## src/common/adc_ctrl_pkg.sv

```systemverilog
// register map, field positions and timing constants of the converter control block
package adc_ctrl_pkg;
    // ------------------------------------------------------------
    // register addresses and reset values
    // ------------------------------------------------------------
    localparam logic [15:0] ADDR_CONTROL   = 16'h0001;
    localparam logic [15:0] ADDR_GAIN      = 16'h0004;
    localparam logic [15:0] ADDR_THRESHOLD = 16'h0005;
    localparam logic [15:0] CONTROL_RESET  = 16'h0000;
    localparam logic [15:0] GAIN_RESET     = 16'hA000;
    localparam logic [15:0] THRESH_RESET   = 16'hCCCC;
    // bits that may be stored; self-clearing and fixed-zero bits are left out
    localparam logic [15:0] CONTROL_KEEP   = 16'h008F;

    // ------------------------------------------------------------
    // control register fields
    // ------------------------------------------------------------
    localparam int CB_RD_THRESH = 14;
    localparam int CB_RD_GAIN   = 13;
    localparam int CB_RD_STATUS = 11;
    localparam int CB_SYNC      = 9;
    localparam int CB_BYPASS    = 7;
    localparam int CB_POWER_OFF_REQUEST  = 3;
    localparam int CB_LOW_POWER = 2;
    localparam int CB_REF_OFF   = 1;
    localparam int CB_AMPLIFIER_DISABLE   = 0;

    // ------------------------------------------------------------
    // status word fields
    // ------------------------------------------------------------
    localparam int SB_PART      = 15;
    localparam int SB_ONE_HI    = 14;
    localparam int SB_SETTLED   = 10;
    localparam int SB_OVR       = 8;
    localparam int SB_ONE_LO    = 6;
    localparam int SB_REF_ON    = 4;
    localparam int SB_AMP_ON    = 3;
    localparam int SB_LOW_POWER = 2;
    localparam int SB_DEC       = 0;

    // ------------------------------------------------------------
    // timing
    // ------------------------------------------------------------
    localparam int          SYNC_MIN_LOW = 4;    // least low time of the sync pin, clock cycles
    localparam logic [2:0]  SYNC_CNT_TOP = 3'd4;
    localparam int          SETTLE_DEF   = 1024; // filter settling, clock cycles
endpackage

```

## src/design/adc_ctrl_regs.sv

```systemverilog
// control, gain and threshold registers with sync handling and filter_settled_flag tracking
`timescale 1ns/1ps

// Overview of operation
// - Reads work from start-up with default gain and threshold, but data is invalid until the filter settles.
// - The settled flag is raised once the filter settling time has elapsed.
// - A write carries an address and a 16-bit word that is loaded into the addressed register.
// - The control register lives at address 0x0001, resets to zero and holds the documented controls.
// - Gain and threshold registers store what is written and return it on read.
// - Control bits 14, 13 and 11 make the next read return threshold, gain or status.
// - Control bit 9 starts internal sync; it and the read selects clear themselves after use.
// - Control bit 3 powers down without losing state, and clearing it powers back up.
module adc_ctrl_regs #(
    parameter int          SETTLE_CYCLES = adc_ctrl_pkg::SETTLE_DEF,
    parameter logic        PART_BIT      = 1'b1  // arbitrary value
) (
    // clock and reset
    input  wire logic        clk,
    input  wire logic        arst_n,
    // sync pin from the host, active low
    input  wire logic        sync_n,
    // register write port
    input  wire logic        wr_en,
    input  wire logic [15:0] wr_addr,
    input  wire logic [15:0] wr_data,
    // read port
    input  wire logic        rd_en,
    input  wire logic [31:0] conv_word,
    output logic      [31:0] rd_data,
    output logic             rd_valid,
    // converter state inputs
    input  wire logic        overrange_in,
    input  wire logic [1:0]  dec_rate,
    // control outputs
    output logic             filter_settled_flag,
    output logic             power_off_request,
    output logic             low_power_flag,
    output logic             ref_buffer_off,
    output logic             ref_bypass,
    output logic             amplifier_disable,
    output logic             filter_restart,
    output logic      [15:0] gain_value,
    output logic      [15:0] threshold_value
);
    // ------------------------------------------------------------
    // state
    // ------------------------------------------------------------
    typedef struct packed {
        logic [15:0] ctrl;
        logic [2:0]  rd_sel;      // threshold, gain, status
        logic [15:0] gain;
        logic [15:0] thresh;
        logic [31:0] settle_cnt;
        logic        settled;
        logic [2:0]  sync_low;
        logic        restart;
        logic [31:0] rd_data;
        logic        rd_valid;
    } state_t;

    state_t s_q;
    state_t s_d;
    logic [15:0] status_word;

    if (SETTLE_CYCLES < 1)
    begin : g_chk
        $error("SETTLE_CYCLES must be at least one");
    end

    // status word assembled from live state
    always_comb
    begin
        status_word = 16'h0000;
        status_word[adc_ctrl_pkg::SB_PART]      = PART_BIT;
        status_word[adc_ctrl_pkg::SB_ONE_HI]    = 1'b1;
        status_word[adc_ctrl_pkg::SB_SETTLED]   = s_q.settled;
        status_word[adc_ctrl_pkg::SB_OVR]       = overrange_in;
        status_word[adc_ctrl_pkg::SB_ONE_LO]    = 1'b1;
        status_word[adc_ctrl_pkg::SB_REF_ON]    = ~s_q.ctrl[adc_ctrl_pkg::CB_REF_OFF];
        status_word[adc_ctrl_pkg::SB_AMP_ON]    = ~s_q.ctrl[adc_ctrl_pkg::CB_AMPLIFIER_DISABLE];
        status_word[adc_ctrl_pkg::SB_LOW_POWER] = s_q.ctrl[adc_ctrl_pkg::CB_LOW_POWER];
        status_word[adc_ctrl_pkg::SB_DEC +: 2]  = dec_rate;
    end

    // ------------------------------------------------------------
    // next-state logic
    // ------------------------------------------------------------
    always_comb
    begin
        s_d          = s_q;
        s_d.restart  = 1'b0;
        s_d.rd_valid = 1'b0;
        // sync pin: count low cycles, act on the rising edge if the pulse was long enough
        if (!sync_n)
        begin
            if (s_q.sync_low != adc_ctrl_pkg::SYNC_CNT_TOP)
                s_d.sync_low = s_q.sync_low + 3'd1;
        end
        else
        begin
            s_d.sync_low = 3'd0;
            if (s_q.sync_low == adc_ctrl_pkg::SYNC_CNT_TOP)
                s_d.restart = 1'b1;
        end
        // register writes; a write outranks a pending read of the select
        if (wr_en)
        begin
            case (wr_addr)
                adc_ctrl_pkg::ADDR_CONTROL:
                begin
                    s_d.ctrl   = wr_data & adc_ctrl_pkg::CONTROL_KEEP;
                    s_d.rd_sel = {wr_data[adc_ctrl_pkg::CB_RD_THRESH],
                                  wr_data[adc_ctrl_pkg::CB_RD_GAIN],
                                  wr_data[adc_ctrl_pkg::CB_RD_STATUS]};
                    if (wr_data[adc_ctrl_pkg::CB_SYNC])
                        s_d.restart = 1'b1;
                end
                adc_ctrl_pkg::ADDR_GAIN:      s_d.gain   = wr_data;
                adc_ctrl_pkg::ADDR_THRESHOLD: s_d.thresh = wr_data;
                default:                      ;
            endcase
        end
        else if (rd_en)
        begin
            // one read consumes the select; highest bit wins if the host set several
            s_d.rd_valid = 1'b1;
            s_d.rd_sel   = 3'b000;
            if (s_q.rd_sel[2])
                s_d.rd_data = {16'h0000, s_q.thresh};
            else if (s_q.rd_sel[1])
                s_d.rd_data = {16'h0000, s_q.gain};
            else if (s_q.rd_sel[0])
                s_d.rd_data = {16'h0000, status_word};
            else
                s_d.rd_data = conv_word;
        end
        // settling: restart clears the flag, power-down freezes the count but keeps it
        if (s_d.restart)
        begin
            s_d.settle_cnt = 32'd0;
            s_d.settled    = 1'b0;
        end
        else if (!s_q.ctrl[adc_ctrl_pkg::CB_POWER_OFF_REQUEST] && !s_q.settled)
        begin
            s_d.settle_cnt = s_q.settle_cnt + 32'd1;
            if (s_d.settle_cnt == 32'(SETTLE_CYCLES))
                s_d.settled = 1'b1;
        end
    end

    // ------------------------------------------------------------
    // state register
    // ------------------------------------------------------------
    always_ff @(posedge clk or negedge arst_n)
    begin
        if (!arst_n)
        begin
            s_q            <= '0;
            s_q.ctrl       <= adc_ctrl_pkg::CONTROL_RESET;
            s_q.gain       <= adc_ctrl_pkg::GAIN_RESET;
            s_q.thresh     <= adc_ctrl_pkg::THRESH_RESET;
        end
        else
            s_q <= s_d;
    end

    // outputs straight from the state register
    assign rd_data             = s_q.rd_data;
    assign rd_valid            = s_q.rd_valid;
    assign filter_settled_flag = s_q.settled;
    assign power_off_request   = s_q.ctrl[adc_ctrl_pkg::CB_POWER_OFF_REQUEST];
    assign low_power_flag      = s_q.ctrl[adc_ctrl_pkg::CB_LOW_POWER];
    assign ref_buffer_off      = s_q.ctrl[adc_ctrl_pkg::CB_REF_OFF];
    assign ref_bypass          = s_q.ctrl[adc_ctrl_pkg::CB_BYPASS];
    assign amplifier_disable   = s_q.ctrl[adc_ctrl_pkg::CB_AMPLIFIER_DISABLE];
    assign filter_restart      = s_q.restart;
    assign gain_value          = s_q.gain;
    assign threshold_value     = s_q.thresh;
endmodule

```

## config.mk

```make
export PLATFORM = sky130hd
export DESIGN_NAME = adc_ctrl_regs
export DESIGN_NICKNAME = d
export VERILOG_FILES = /design/src/common/adc_ctrl_pkg.sv /design/src/design/adc_ctrl_regs.sv
export SDC_FILE = /design/constraint.sdc
export NUM_CORES = 1
export LEC_CHECK = 0
export ABC_AREA = 1
export BUFFER_PORTS_ARGS = -buffer_cell sky130_fd_sc_hd__buf_2
export CAP_MARGIN = 25
export CORE_MARGIN = 2
export CORE_UTILIZATION = 25
export DETAILED_ROUTE_END_ITERATION = 16
export PLACE_DENSITY = 0.48
export SLEW_MARGIN = 20
export SYNTH_ARGS = -nofsm -noshare
export SYNTH_HDL_FRONTEND = slang
export SYNTH_SLANG_ARGS = --single-unit
```

## constraint.sdc

```tcl
create_clock -name clk -period 1.72 [get_ports clk]
set_input_delay 0.344 -clock clk [delete_from_list [all_inputs] [get_ports clk]]
set_output_delay 0.344 -clock clk [all_outputs]
set_load 0.02 [all_outputs]
```

==> results.toml <==
[grt]
overflow = 0
grt_max_degree = 48
antenna_found_initial = 1
grt_pass1_wl_um = 29800
grt_pass1_vias = 5362
grt_use_total_pct = 14.4

[timing]
slew_viol_final = 0
whs_ns = 0.144
period_share_pct = 109
slew_headroom_pct = 43.4
rsz0062_at_grt = "true"
fmax_ghz = 0.534
min_period_ns = 1.87
finalHoldViolCount = 0
finalClockSkew_ns = 0.0121
worst_pin_slew_ns = 0.847
setup_violations = 4
postLayoutSetupSlackWorst_ns = -0.151

[synthesis]
synth_compound_area_share_pct = 13.9
synth_top_area_share_pct = 39.7
yosys.area_share.simple_pct = 26.6
seq_area_frac_synth_pct = 43.8
synth_top_family_by_area = "simple AND/OR/NAND/NOR gates"
ys_seq_elements = 110
synthCells = 841
ys_warn_count = 0
synth.most_common_cell = "nand2_1"
synth_cell_type_count = 35
synthFlopType = "dfrtp_1"
synthesis.nets = 917
synth_edf_count = 0
synth_common_cells = "222 x nand2_1, 100 x dfrtp_1, 85 x o21ai_0"
synthMuxAreaShare_pct = 0
synth_adder_area_share_pct = 0.793
async_flop_share_pct = 100
synthTopCellsByArea = "dfrtp_1 40%, nand2_1 13%, buf_4 7.6%, o21ai_0 6.7%, inv_1 4.8%"
syn_avg_cell_area_sq_um = 7.50
synth-xor-area-share_pct = 0.555
synth_top_area_cell = "dfrtp_1"
synth_area_sq_um = 6310

[worst_setup_path]
cp-start-kind = "flip-flop"
critPathCaptureType = "flip-flop"
cp_common_cell = "nor2_1"
slowest_stage = "dfrtp_1"
max_stage_delay_ns = 0.37
crit_chain = "ha_2, nand2_4, nor2_8, nand2_4, buf_6, nand2_2, nand2_2, nor2_1, nand2_1, nor2_1, nand2_1, nor2_1, nand3_1, a21oi_1"
cp.required_ns = 2.01
critPathArrivalTime_ns = 2.17
reg2reg_depth = 14
worstSetupPathType = "reg -> reg"
worstPathMaxFanout = 6

[power]
switching_share_pct = 34.3
seqPwrFrac_pct = 43.0
p_switching_w = 0.00262
p_clk_share_pct = 28.4
ir_drop_uv = 503
leakage_nw = 4.19
p_int_w = 0.00501
p_per_area_nw_per_um2 = 935
power_frac_comb_pct = 28.6

[outcome]
violations = "setup timing"
status = "finished with violations"

[drt]
drt-total-wl_um = 19200
dr.pass1.iters = 5
drtAntennaViolNets = 0
drt-initial-drc-count = 449
vias = 5831
drcViolationCount = 0
via_per_inst = 4.37
wl_per_cell_um = 14.4

[flow_run]
max_cap_violations = 0

[clock_tree]
cts_buffers = 9
path_clk_slew_ns = 0.09
cts_tree = "yes"
cts_buffer_depth = 2
worstSkewPairLatency_ns = 0.37
clock-sinks = 110
root_buffer = "clkbuf_16"
htreeDepth = 3

[placed_design]
port_buffers = 143
gp_congestion = 0.849
dp_hpwl_um = 14400
pre_cts_ws_ns = -0.216

[min_path]
min_path_cells = 2
hold_path_class = "in -> reg"

[die]
initial_utilization_pct = 25.3
die_area_sq_um = 26500
io_pins = 144
fp.dieW_um = 163
design.core.area_sq_um = 25000
rows = 58
die_h_um = 163

[layout]
syn2layout_area_growth_pct = 29.5
drive_above_1_share_pct = 33.3
fin_nets = 1074
-- layout make-up --
class                      count  area, sq um
clock buffer                  10          239
sequential                   110         2770
antenna                        1         2.50
inverter                      82          310
clock inverter                 6         60.1
fill                        2684        16800
tap                          330          413
multi-input combinational    555         2830
timing repair buffer         240         1540
-- per-layer routing --
| metal | routed length, um | vias up | GRT usage [%] |
|---|---|---|---|
| met5 | 0 | - | 0 |
| met4 | 265 | 0 | 3.70 |
| met3 | 1090 | 19 | 3.21 |
| met2 | 8620 | 158 | 22.5 |
| met1 | 9190 | 2675 | 20.1 |
| li1 | - | 2979 | - |
-- worst max-delay path: cells and delay by family, from the launching register on --
kind            cells  cell delay [ns]
flops               1             0.37
buf+inv             1             0.12
fa+ha+maj           1             0.22
simple gates       11             0.97
compound gates      1             0.12
-- kinds of logic (layout without fill, tap and decap cells) --
| logic type | count (synthesis) | after routing |
|---|---|---|
| AO/OA/AOI/OAI | 160 | 160 |
| flip-flops | 110 | 110 |
| XOR/XNOR | 4 | 4 |
| other | 0 | 1 |
| AND/OR/NAND/NOR | 387 | 387 |
| adder cells (fa/ha/maj) | 4 | 4 |
| buffers and inverters | 176 | 338 |
-- state kept, by name (all words and copies together) (netlist names), 16 cells and up --
name	flops
threshold_value	16
rd_data	32
gain_value	16
s_q	38
-- final timing paths --
path	from	endpoint	slack, ns
hold reg to reg	rd_data[9]	rd_data[9]	0.48
setup / recovery	s_q[38]	filter_settled_flag	-0.15
max in group asynchronous	arst_n	threshold_value[7]	0.67
hold / removal	sync_n	s_q[36]	0.14
setup reg to reg	s_q[38]	filter_settled_flag	-0.15
min in group asynchronous	arst_n	gain_value[4]	0.43
-- cell usage in the layout (no fill, tap or decap), types with 7 or more instances in the layout --
cell	count
buf_4	88
o211ai_1	10
dfrtp_1	95
nand2_1	206
a21oi_1	45
dfstp_2	10
nor2_4	11
buf_2	142
inv_1	78
clkbuf_16	9
o21ai_1	7
o21ai_0	78
nand3_1	56
nand4_1	7
buf_12	7
nor2_1	56
nor2_2	15
nand2_2	17
-- timing repair --
item	CTS	global route
hold buffers	1	0
gates resized for setup	25	47
endpoints found under the setup margin	4	18
gates cloned	0	0
buffers inserted	5	9
pin swaps	12	20
endpoints found under the hold margin	17	0
-- power groups by stage --
stage / registers [W] / clock network (W) / logic [W]
global route: 0.00334 / 0.00233 / 0.00243
global placement: 0.00331 / 0 / 0.00200
floorplan: 0.00326 / 0 / 0.00113
detailed placement: 0.00331 / 0 / 0.00199
finish: 0.00328 / 0.00217 / 0.00218
CTS: 0.00327 / 0.00225 / 0.00206
-- through the flow --
| step | total power (W) | setup TNS [ns] | utilization [%] | cells | area (sq um) |
|---|---|---|---|---|---|
| 2_1_floorplan | 0.00439 | 0 | - | 841 | 6310 |
| 6_report | 0.00763 | -0.297 | 32.7 | 1334 | 8170 |
| 4_1_cts | 0.00759 | -0.135 | 32.0 | 1325 | 7980 |
| 3_5_place_dp | 0.00530 | -0.971 | 30.3 | 1303 | 7560 |
| 3_3_place_gp | 0.00532 | -0.925 | 30.3 | 1303 | 7560 |
| 5_1_grt | 0.00810 | -1.12 | 32.7 | 1333 | 8170 |
Note: power is estimated with default switching activity, not from simulation.
